$ cat src/core/stack_check_pkg.sv
// package: stack pointer, limit and stack error constants and carriers
package stack_check_pkg;
  localparam int unsigned DATA_W = 16;
  localparam logic [15:0] STACK_FLOOR = 16'h0800;
  localparam logic [15:0] WORD_STEP = 16'h0002;
  localparam logic [15:0] SP_RESET = 16'h0800;
  localparam int unsigned ALIGN_BIT = 0;
  localparam int unsigned PC_MSB_TOP = 7;

  typedef enum logic [2:0] {
    OP_NONE,
    OP_PUSH,
    OP_POP,
    OP_CALL,
    OP_EXC,
    OP_EA
  } stack_op_e;

  // request from the address generation unit
  typedef struct packed {
    stack_op_e op;
    logic [15:0] pc_low;
    logic [7:0] pc_msb;
    logic [7:0] status_low_byte;
    logic [15:0] ea;
  } stack_req_s;

  // result toward memory and the exception logic
  typedef struct packed {
    logic mem_wr;
    logic mem_rd;
    logic [15:0] addr;
    logic [15:0] wdata;
  } stack_mem_s;
endpackage : stack_check_pkg

$ cat src/core/stack_pointer_limit_check.sv
// stack pointer update, return address forming and stack error detection
//
// Summary of operation
// - pointer holds first free word; stack grows toward higher addresses
// - push writes then increments; pop decrements then reads
// - call push zero-extends program counter msb, top bit clear
// - exception push places status low byte beside program counter msb
// - stack limit register has no reset value
// - limit bit zero always reads zero
// - every stack pointer based address is compared with the limit
// - push at limit passes; next push traps
// - stack pointer address below floor raises stack error
`timescale 1ns/1ps
module stack_pointer_limit_check
  import stack_check_pkg::*;
(
  input wire logic clk_i,
  input wire logic rst_n_i,
  input wire logic ce_i,
  input wire stack_req_s req_i,
  input wire logic limit_wr_i,
  input wire logic [15:0] limit_wdata_i,
  input wire logic sp_wr_i,
  input wire logic [15:0] sp_wdata_i,
  output stack_mem_s mem_o,
  output logic [15:0] stack_pointer_o,
  output logic [15:0] stack_limit_o,
  output logic stack_err_o
);
  // ----------------------------------------------------------------
  // limit storage
  // ----------------------------------------------------------------
  // no reset on the limit: trap results read unknown until software loads it
  logic [15:0] limit;

  stack_limit_store u_limit (
    .clk_i(clk_i),
    .ce_i(ce_i),
    .wr_i(limit_wr_i),
    .wdata_i(limit_wdata_i),
    .limit_o(limit)
  );

  // ----------------------------------------------------------------
  // pointer and address forming
  // ----------------------------------------------------------------
  logic [15:0] stack_pointer_reg_q;
  logic [15:0] stack_pointer_reg_d;
  logic [15:0] addr;
  logic [15:0] wdata;
  logic is_push;
  logic is_pop;
  logic uses_sp;

  function automatic logic [15:0] align_word(input logic [15:0] v);
    return {v[15:1], 1'b0};
  endfunction : align_word

  always_comb begin
    is_push = (req_i.op == OP_PUSH) || (req_i.op == OP_CALL) || (req_i.op == OP_EXC);
    is_pop = (req_i.op == OP_POP);
    uses_sp = is_push || is_pop || (req_i.op == OP_EA);
    stack_pointer_reg_d = stack_pointer_reg_q;
    addr = stack_pointer_reg_q;
    wdata = req_i.pc_low;
    case (req_i.op)
      OP_PUSH, OP_CALL, OP_EXC: begin
        addr = stack_pointer_reg_q;
        stack_pointer_reg_d = stack_pointer_reg_q + WORD_STEP;
      end
      OP_POP: begin
        stack_pointer_reg_d = stack_pointer_reg_q - WORD_STEP;
        addr = stack_pointer_reg_d;
      end
      OP_EA: begin
        addr = req_i.ea;
      end
      default: begin
        addr = stack_pointer_reg_q;
      end
    endcase
    // the msb word is the second of the pc pair; callers issue it as call/exc
    if (req_i.op == OP_CALL) begin
      wdata = {8'h00, 1'b0, req_i.pc_msb[PC_MSB_TOP-1:0]};
    end else if (req_i.op == OP_EXC) begin
      wdata = {req_i.status_low_byte, req_i.pc_msb};
    end
    if (sp_wr_i) begin
      stack_pointer_reg_d = align_word(sp_wdata_i);
    end
  end

  always_ff @(posedge clk_i or negedge rst_n_i) begin
    if (!rst_n_i) begin
      stack_pointer_reg_q <= SP_RESET;
    end else if (ce_i) begin
      stack_pointer_reg_q <= stack_pointer_reg_d;
    end
  end

  // ----------------------------------------------------------------
  // error detection
  // ----------------------------------------------------------------
  logic over_err;
  logic under_err;
  logic err;

  // a push at the limit is legal; addresses past it or below the floor trap
  always_comb begin
    over_err = uses_sp && (addr > limit);
    under_err = uses_sp && (addr < STACK_FLOOR);
    err = ce_i && (over_err || under_err);
  end

  // combinational so the trap lands in the offending cycle
  assign stack_err_o = err;

  // ----------------------------------------------------------------
  // registered memory request
  // ----------------------------------------------------------------
  stack_mem_s mem_q;
  stack_mem_s mem_d;

  always_comb begin
    mem_d.mem_wr = ce_i && is_push;
    mem_d.mem_rd = ce_i && is_pop;
    mem_d.addr = addr;
    mem_d.wdata = wdata;
  end

  always_ff @(posedge clk_i or negedge rst_n_i) begin
    if (!rst_n_i) begin
      mem_q <= '0;
    end else if (ce_i) begin
      // a stalled request stays on the bus; the far side shares the enable
      mem_q <= mem_d;
    end
  end

  assign mem_o = mem_q;
  assign stack_pointer_o = stack_pointer_reg_q;
  assign stack_limit_o = limit;

  // ----------------------------------------------------------------
  // assertions
  // ----------------------------------------------------------------
  push_advance_a: assert property (@(posedge clk_i) disable iff (!rst_n_i)
    ce_i && is_push && !sp_wr_i |=> stack_pointer_o == $past(stack_pointer_o) + WORD_STEP)
    else $error("push did not advance pointer by one word");
  pop_address_a: assert property (@(posedge clk_i) disable iff (!rst_n_i)
    ce_i && is_pop |=> mem_o.mem_rd && mem_o.addr == $past(stack_pointer_o) - WORD_STEP)
    else $error("pop read not at decremented pointer");
  push_address_a: assert property (@(posedge clk_i) disable iff (!rst_n_i)
    ce_i && is_push |=> mem_o.mem_wr && mem_o.addr == $past(stack_pointer_o))
    else $error("push write not at current pointer");
  call_msb_clear_a: assert property (@(posedge clk_i) disable iff (!rst_n_i)
    ce_i && req_i.op == OP_CALL |=> mem_o.wdata[15:7] == 9'h000)
    else $error("call push msb not zero extended");
  exc_status_a: assert property (@(posedge clk_i) disable iff (!rst_n_i)
    ce_i && req_i.op == OP_EXC |=> mem_o.wdata[15:8] == $past(req_i.status_low_byte))
    else $error("exception push missing status byte");
  limit_align_a: assert property (@(posedge clk_i) disable iff (!rst_n_i)
    stack_limit_o[0] == 1'b0)
    else $error("limit bit zero not clear");
  limit_compare_a: assert property (@(posedge clk_i) disable iff (!rst_n_i)
    ce_i && req_i.op == OP_EA && req_i.ea > stack_limit_o |-> stack_err_o)
    else $error("stack address past limit not trapped");
  push_at_limit_a: assert property (@(posedge clk_i) disable iff (!rst_n_i)
    ce_i && req_i.op == OP_PUSH && stack_pointer_o == stack_limit_o
      && stack_pointer_o >= STACK_FLOOR |-> !stack_err_o)
    else $error("push at limit trapped");
  floor_trap_a: assert property (@(posedge clk_i) disable iff (!rst_n_i)
    ce_i && is_pop && stack_pointer_o - WORD_STEP < STACK_FLOOR |-> stack_err_o)
    else $error("underflow not trapped");
  err_cause_a: assert property (@(posedge clk_i) disable iff (!rst_n_i)
    stack_err_o |-> ce_i && uses_sp)
    else $error("trap without stack address");


  // ----------------------------------------------------------------
  // pointer, limit and memory side
  // ----------------------------------------------------------------
  ptr_hold_a: assert property (@(posedge clk_i) disable iff (!rst_n_i)
    (!ce_i || (!is_push && !is_pop && !sp_wr_i)) |=> stack_pointer_o == $past(stack_pointer_o))
    else $error("pointer moved without push, pop or load");
  pop_retreat_a: assert property (@(posedge clk_i) disable iff (!rst_n_i)
    ce_i && is_pop && !sp_wr_i |=> stack_pointer_o == $past(stack_pointer_o) - WORD_STEP)
    else $error("pop did not retreat pointer by one word");
  sp_load_a: assert property (@(posedge clk_i) disable iff (!rst_n_i)
    ce_i && sp_wr_i |=> stack_pointer_o == {$past(sp_wdata_i[15:1]), 1'b0})
    else $error("pointer load lost or not word aligned");
  limit_load_a: assert property (@(posedge clk_i) disable iff (!rst_n_i)
    ce_i && limit_wr_i |=> stack_limit_o == {$past(limit_wdata_i[15:1]), 1'b0})
    else $error("limit load lost or not word aligned");
  ea_access_a: assert property (@(posedge clk_i) disable iff (!rst_n_i)
    ce_i && req_i.op == OP_EA
      |=> !mem_o.mem_wr && !mem_o.mem_rd && mem_o.addr == $past(req_i.ea))
    else $error("stack address access strobed memory");
  call_pc_a: assert property (@(posedge clk_i) disable iff (!rst_n_i)
    ce_i && req_i.op == OP_CALL
      |=> mem_o.wdata[PC_MSB_TOP-1:0] == $past(req_i.pc_msb[PC_MSB_TOP-1:0]))
    else $error("call push lost program counter bits");
  exc_pc_a: assert property (@(posedge clk_i) disable iff (!rst_n_i)
    ce_i && req_i.op == OP_EXC |=> mem_o.wdata[7:0] == $past(req_i.pc_msb))
    else $error("exception push lost program counter msb");

  // ----------------------------------------------------------------
  // trap conditions
  // ----------------------------------------------------------------
  pop_over_a: assert property (@(posedge clk_i) disable iff (!rst_n_i)
    ce_i && is_pop && stack_pointer_o - WORD_STEP > stack_limit_o |-> stack_err_o)
    else $error("pop past limit not trapped");
  push_over_a: assert property (@(posedge clk_i) disable iff (!rst_n_i)
    ce_i && is_push && stack_pointer_o > stack_limit_o |-> stack_err_o)
    else $error("push past limit not trapped");
  push_floor_a: assert property (@(posedge clk_i) disable iff (!rst_n_i)
    ce_i && is_push && stack_pointer_o < STACK_FLOOR |-> stack_err_o)
    else $error("push below floor not trapped");
  ea_floor_a: assert property (@(posedge clk_i) disable iff (!rst_n_i)
    ce_i && req_i.op == OP_EA && req_i.ea < STACK_FLOOR |-> stack_err_o)
    else $error("stack address below floor not trapped");
  ea_in_range_a: assert property (@(posedge clk_i) disable iff (!rst_n_i)
    ce_i && req_i.op == OP_EA && req_i.ea >= STACK_FLOOR && req_i.ea <= stack_limit_o
      |-> !stack_err_o)
    else $error("stack address in range trapped");

  // ----------------------------------------------------------------
  // cover points
  // ----------------------------------------------------------------
  push_cov: cover property (@(posedge clk_i) disable iff (!rst_n_i) ce_i && is_push);
  at_limit_cov: cover property (@(posedge clk_i) disable iff (!rst_n_i)
    ce_i && is_push && stack_pointer_o == stack_limit_o);
  pop_cov: cover property (@(posedge clk_i) disable iff (!rst_n_i) ce_i && is_pop);
  over_cov: cover property (@(posedge clk_i) disable iff (!rst_n_i) over_err && ce_i);
  under_cov: cover property (@(posedge clk_i) disable iff (!rst_n_i) under_err && ce_i);
endmodule : stack_pointer_limit_check

$ cat src/core/stack_limit_store.sv
// stack limit register with forced zero alignment bit and no reset value
`timescale 1ns/1ps
module stack_limit_store
  import stack_check_pkg::*;
(
  input wire logic clk_i,
  input wire logic ce_i,
  input wire logic wr_i,
  input wire logic [15:0] wdata_i,
  output logic [15:0] limit_o
);
  logic [15:0] limit_q;
  logic [15:0] limit_d;

  always_comb begin
    limit_d = limit_q;
    if (wr_i) begin
      limit_d = wdata_i;
    end
    limit_d[ALIGN_BIT] = 1'b0;
  end

  // no reset on purpose: contents unknown until software loads them
  always_ff @(posedge clk_i) begin
    if (ce_i) begin
      limit_q <= limit_d;
    end
  end

  assign limit_o = {limit_q[15:1], 1'b0};
endmodule : stack_limit_store

$ cat config.mk
export PLATFORM = sky130hd
export DESIGN_NAME = stack_pointer_limit_check
export DESIGN_NICKNAME = d
export VERILOG_FILES = /design/src/core/stack_check_pkg.sv /design/src/core/stack_pointer_limit_check.sv /design/src/core/stack_limit_store.sv
export SDC_FILE = /design/constraint.sdc
export NUM_CORES = 1
export LEC_CHECK = 0
export ABC_CLOCK_PERIOD_IN_PS = 5260
export BUFFER_PORTS_ARGS = -buffer_cell sky130_fd_sc_hd__buf_2
export CORE_ASPECT_RATIO = 0.75
export CORE_MARGIN = 4
export CORE_UTILIZATION = 54
export DETAILED_ROUTE_END_ITERATION = 12
export PLACE_DENSITY = 0.95
export SYNTH_ARGS = -nofsm -noshare
export SYNTH_HDL_FRONTEND = slang
export SYNTH_HIERARCHICAL = 1
export SYNTH_SLANG_ARGS = --single-unit
$ cat constraint.sdc
create_clock -name clk_i -period 5.26 [get_ports clk_i]
set_clock_uncertainty 0.1 [all_clocks]
set_input_delay 0.526 -clock clk_i [delete_from_list [all_inputs] [get_ports clk_i]]
set_output_delay 0.526 -clock clk_i [all_outputs]
set_load 0.005 [all_outputs]
==> results of run 1 <==
layout by cell type (no fill, tap or decap), types with 6 or more instances in the layout:
cell type,count
a221o_1,6
edfxtp_1,15
mux2i_1,17
nor3_1,15
a22oi_1,8
o21ai_0,34
nand3_1,24
dfrtp_1,48
clkbuf_8,10
nand2_1,31
o22ai_1,14
a21oi_1,25
inv_1,37
ha_1,18
buf_2,150
nor2_1,29
o211ai_1,8
mux2_2,15
stage by stage:
step                      hold slack (ns)  utilization  total power (W)
after floorplan                     0.130            -         0.000909
after global placement              0.384        0.654          0.00106
after detailed placement            0.391        0.654          0.00108
after CTS                           0.240        0.681          0.00150
after global routing                0.230        0.681          0.00159
final                               0.250        0.681          0.00150
Yosys cell counts, types with 15 or more instances:
| cell | count |
|---|---|
| edfxtp_1 | 15 |
| mux2_2 | 15 |
| nand2_1 | 31 |
| a21oi_1 | 25 |
| clkbuf_1 | 29 |
| nor3_1 | 15 |
| dfrtp_1 | 48 |
| nand3_1 | 24 |
| ha_1 | 18 |
| mux2i_1 | 17 |
| nor2_1 | 29 |
| inv_1 | 37 |
| o21ai_0 | 34 |
state kept, by name, summed over array words and instances (netlist names):
register,cells
stack_pointer_o,15
u_limit/limit_q,15
mem_o,34
how the worst max path moves through the flow:
stage,to,startpoint,slack [ns]
after CTS,stack_err_o,stack_pointer_o[1],0.53
after global routing,stack_err_o,stack_pointer_o[1],0.10
final,stack_err_o,stack_pointer_o[1],0.48
after global placement,stack_err_o,stack_pointer_o[1],1.15
after detailed placement,stack_err_o,stack_pointer_o[1],0.93
after floorplan,stack_err_o,stack_pointer_o[1],1.63
where the power goes:
part	switching, W	total (W)	internal, W
Combinational	0.000221	0.000415	0.000194
Sequential	0.0000830	0.000663	0.000580
Clock	0.000206	0.000420	0.000213
per-layer routing:
metal,up-vias,track usage,part of all wire
met2,192,0.433,0.47
li1,1903,-,-
met4,0,0.0722,0.013
met5,-,0,0
met3,18,0.0754,0.10
met1,1895,0.356,0.41
layout make-up:
| cell class | count | area [sq um] |
|---|---|---|
| fillers | 640 | 2340 |
| multi-input cells | 316 | 2080 |
| flip-flops and latches | 64 | 1680 |
| repair buffers | 152 | 766 |
| clock buffers | 11 | 163 |
| inverters | 38 | 143 |
| well taps | 101 | 126 |
| clock inverters | 5 | 36.3 |
cells by family (layout without fill, tap and decap cells):
kind of cell,after synthesis,in the layout,synth area share
mux,32,32,0.0835
buf+inv,72,206,0.0746
flops,64,64,0.413
simple gates,138,138,0.172
other cells,2,2,0.00185
xor+xnor,1,1,0.00216
fa+ha+maj,18,18,0.0555
compound gates,125,125,0.197
==> impl_results.md, run 1 <==
* Worst R2R End: mem_o[31]
* Clock transition at path regs at 0.08 ns
* Hold-fix buffers, CTS at 0
* Number of flops mapped to enable cells by yosys at 15
* Final worst slack at 0.475 ns
* FFs w/ async S/R, synth at 0.766
* Pin count of the biggest net entering global routing at 53
* Initial Util at 0.554
* Core area at 7330 sq um
* CP bufs+invs at 2
* Vert. Die Dim at 83.1 um
* Leakage power at 2.30 nW
* # DRC at 0
* Synthesized flop and latch total at 64
* Hold Path Origin: limit_wdata_i[11]
* Vias in the first global route at 4041
* Clock buffer depth at 2
* Post-Place Cells at 671
* Remaining antenna violation count at 0
* Via count at around 4000
* Syn. warnings at 6
* Pre-CTS setup slack at just over 0.9 ns
* Die width at 108 um
* Final Cycle Share at 0.910
* Min-delay worst type: in -> reg
* Antenna violations before repair at 0
* CP peak stage delay at approximately 0.5 ns
* Crit path launch type: register
* Placer Congestion at between 0.9 and 1
* Area growth syn-to-layout at 22.9%
* Post-synthesis average cell area at 8.98 sq um
* R2R Path Start: stack_pointer_o[1]
* Layout cells sized above 1 at 0.321
* Post-synth top area cell: dfrtp_1
* Synthesized instance count at 452
* WP data arrival at roughly 4.2 ns
* Status: completed
* Crit path kind: reg -> out
* Post-CTS Setup Bufs at 0
* Vias per cell at around 6
* Layout Cell Area excl Fill at roughly 5000 sq um
* Number of nets in the layout at 687
* CP endpoint kind: output port
* Starting DRT DRC Count at 329
* TNS Setup at 0 ns
* CP required at 4.63 ns
* Num CTS Buffers at 9
* Slew Viols, Final at 0
* Cell Rows at 27
* DR pass1 iterations at 5
* Placed inst area at 4790 sq um
* GR Overflow Total at 0
* Critical Path Stages at 15
* Final cell count without fillers at 687
* Post-synthesis cell type count at 59
* Main synth FF type: dfrtp_1
* Rel. slew slack at 0.226
* Final HPWL DP at approximately 9.1 mm
* H-Tree Depth at 3
* TritonCTS clock tree: yes
* MaxCap Viol Count at 0
* Cell Area, Synth at ~4000 sq um
* ANT cells at 0
* Insertion delay to the later sink of the worst-skew pair at 0.35 ns
* CP max FO at 11
* Syn Nets at 558
* Critical Path, Cell by Cell: inv_1, ha_1, nor3b_1, nand2_1, nor4_1, a211oi_1, a311oi_1, ha_1, nand3_1, nor3_1, nand2_1, a21oi_1, nor3_1, o22ai_1, buf_2
* Largest cells by area after synthesis: dfrtp_1, edfxtp_1, ha_1, mux2i_1, o21ai_0
* Worst Reg-to-Reg Cells at 8
* Pwr dens at roughly 300 nW/um^2
* Resized cells post-CTS at 0
* Die area at ~9000 sq um
* Hold path depth at 1
* Register area share after synthesis at 0.413
* Slew @ Worst Pin at roughly 1.2 ns
* Total Wirelength at ~12 mm
* Setup violators final at 0
* Maximum vdd ir drop at 0.000178 V
* PortBufs at 150
* IO Count at 155
* RSZ-0062 raised after global routing: false
* DR WL/cell at about 17 um
* Clk sinks at 64
* Slowest cell on the critical path: dfrtp_1
* Crit path time final at 4.78 ns
* R2R setup slack at 2.30 ns
* GRT Resource Usage Total at 0.269
* CP delay by family, top: simple AND/OR/NAND/NOR gates
* Top-area cell type share of the netlist area at 0.296
* Worst hold path endpoint: u_limit/limit_q[11]
* CTS root buffer: clkbuf_8
* Hold violation count in the final report at 0
* First-pass GRT wire length at 19.5 mm
* FMAX at 0.209 GHz
Note: power is estimated with default switching activity, not from simulation.
==> run 2, diff against run 1 <==
Settings changed: CORE_ASPECT_RATIO 0.75 to 0.5.
==> impl_results.md, run 2 (synthesis results as in run 1) <==
* Clock transition at path regs at 0.06 ns (-0.02 ns)
* Crit path kind: reg -> out
* Hold violation count in the final report at 0 (unchanged)
* Vias per cell at 6.20 (+6.3%)
* TritonCTS clock tree: yes
* First-pass GRT wire length at 20.0 mm (+2.8%)
* H-Tree Depth at 3 (unchanged)
* Clock buffer depth at 2 (unchanged)
* Pin count of the biggest net entering global routing at 53 (unchanged)
* Vias in the first global route at 4035 (-0.15%)
* Rel. slew slack at 0.238 (+0.0127)
* Clk sinks at 64 (unchanged)
* Final Cycle Share at 0.887 (-0.0224)
* Leakage power at 2.37 nW (+3.3%)
* Worst Reg-to-Reg Cells at 8 (unchanged)
* Switching power at 0.000544 W (+6.6%)
* Most frequent cells in the layout: buf_2, dfrtp_1, inv_1
* Number of nets in the layout at 687 (unchanged)
* MaxCap Viol Count at 0 (unchanged)
* Post-CTS Setup Bufs at 0 (unchanged)
* CP required at 4.63 ns (about the same)
* Total Wirelength at 12.7 mm (+7.5%)
* Crit path from: stack_pointer_o[1]
* Layout fillers at 492 (-23%)
* WP data arrival at 4.04 ns (-0.12 ns)
* RSZ-0062 raised after global routing: false
* Antenna violations before repair at 0 (unchanged)
* Initial Util at 0.555 (+0.000663)
* Min-delay worst type: in -> async
* CP endpoint kind: output port
* Insertion delay to the later sink of the worst-skew pair at 0.34 ns (about the same)
* Final HPWL DP at 8.51 mm (-6.1%)
* Combinational fraction of design power at 0.243 (-0.034)
* Die area at 9050 sq um (+0.77%)
* Area growth syn-to-layout at 26.5%
* ANT cells at 0 (unchanged)
* DR WL/cell at 18.7 um (+8.2%)
* DR pass1 iterations at 8 (+3)
* Worst R2R End: mem_o[31]
* IO Count at 155 (unchanged)
* CP max FO at 11 (unchanged)
* GRT Resource Usage Total at 0.278 (+0.00927)
* Sequential power share at 0.373 (-0.070)
* Via count at 4230 (+5.5%)
* Placed inst area at 4790 sq um (-0.13%)
* Starting DRT DRC Count at 804 (+140%)
* Remaining antenna violation count at 0 (unchanged)
* # DRC at 0 (unchanged)
* Vert. Die Dim at 69.3 um (-17%)
* Maximum vdd ir drop at 0.000186 V (+4.5%)
* Status: completed
* R2R setup slack at 2.27 ns (-0.03 ns)
* Final hold slack at 0.198 ns (-0.0529 ns)
* Most common cell after layout, fill and taps aside: buf_2
* Cell internal pwr at 0.00124 W (+26%)
* Layout Cell Area excl Fill at 5130 sq um (+2.9%)
* Num CTS Buffers at 9 (unchanged)
* GR Overflow Total at 0 (unchanged)
* Die width at 131 um (+21%)
* Pwr dens at 348 nW/um^2 (+16%)
* R2R Path Start: stack_pointer_o[1]
* TNS Setup at 0 ns (unchanged)
* Net Sw Frac at 0.304 (-0.0364)
* Cell Rows at 22 (-19%)
* Slew Viols, Final at 0 (unchanged)
* Clk pwr share at 0.384 (+0.104)
* Placer Congestion at 0.974 (+6.0%)
* Max reg flops at 34 (unchanged)
* Core area at 7320 sq um (-0.12%)
* Slew @ Worst Pin at 1.13 ns (-0.0266 ns)
* Crit path time final at 4.67 ns (-0.118 ns)
* FMAX at 0.214 GHz (+2.5%)
* Setup violators final at 0 (unchanged)
* CTS root buffer: clkbuf_16
* Layout cells sized above 1 at 0.323 (+0.00171)
* PortBufs at 150 (unchanged)
* Crit path launch type: register
[run 2: how the worst max path moves through the flow]
stage,endpoint,slack [ns],cells after the start
2_1_floorplan,stack_err_o,1.63,15
3_3_place_gp,stack_err_o,1.18,15
3_5_place_dp,stack_err_o,0.96,15
4_1_cts,stack_err_o,0.45,15
5_1_grt,stack_err_o,0.26,15
6_report,stack_err_o,0.59,15
[run 2: power groups by stage]
stage	clock network (W)	registers, W	logic (W)
CTS	0.000680	0.000662	0.000425
global route	0.000707	0.000677	0.000474
global placement	0	0.000664	0.000395
floorplan	0	0.000640	0.000269
detailed placement	0	0.000668	0.000415
finish	0.000687	0.000667	0.000434
[run 2: per-layer routing]
| metal | part of all wire | vias to the layer above | global-route usage |
|---|---|---|---|
| met4 | 0.040 | 0 | 0.108 |
| met1 | 0.37 | 1940 | 0.346 |
| li1 | - | 1906 | - |
| met5 | 0 | - | 0 |
| met2 | 0.47 | 312 | 0.456 |
| met3 | 0.11 | 72 | 0.0785 |
[run 2: repair_timing]
action,in CTS,in global routing
endpoints found under the setup margin,0,1
hold buffers,0,0
gates resized for setup,0,1
[run 2: final cells by class]
type / instances / area (sq um) / share of cell area
Inverter: 38 / 143 / 0.0278
Clock buffer: 14 / 284 / 0.0553
Tap cell: 96 / 120 / 0.0234
Multi-Input combinational cell: 316 / 2080 / 0.406
Sequential cell: 64 / 1680 / 0.327
Clock inverter: 2 / 60.1 / 0.0117
Timing Repair Buffer: 152 / 766 / 0.149
[run 2: worst max-delay path, stage by stage, from the launching register on]
cell	delay [ns]
dfrtp_1	0.51
inv_1	0.20
ha_1	0.29
nor3b_2	0.41
nand2_1	0.21
nor4_1	0.37
a211oi_1	0.09
a311oi_1	0.47
ha_1	0.23
nand3_1	0.11
nor3_1	0.23
nand2_1	0.10
a21oi_1	0.13
nor3_1	0.06
o22ai_1	0.16
buf_2	0.14
[run 2: through the flow]
step,utilization,setup slack (ns),cells,total power (W)
after global placement,0.654,1.18,666,0.00106
after global routing,0.701,0.256,682,0.00186
after floorplan,-,1.63,452,0.000909
final,0.701,0.593,682,0.00179
after CTS,0.701,0.454,682,0.00177
after detailed placement,0.654,0.960,666,0.00108
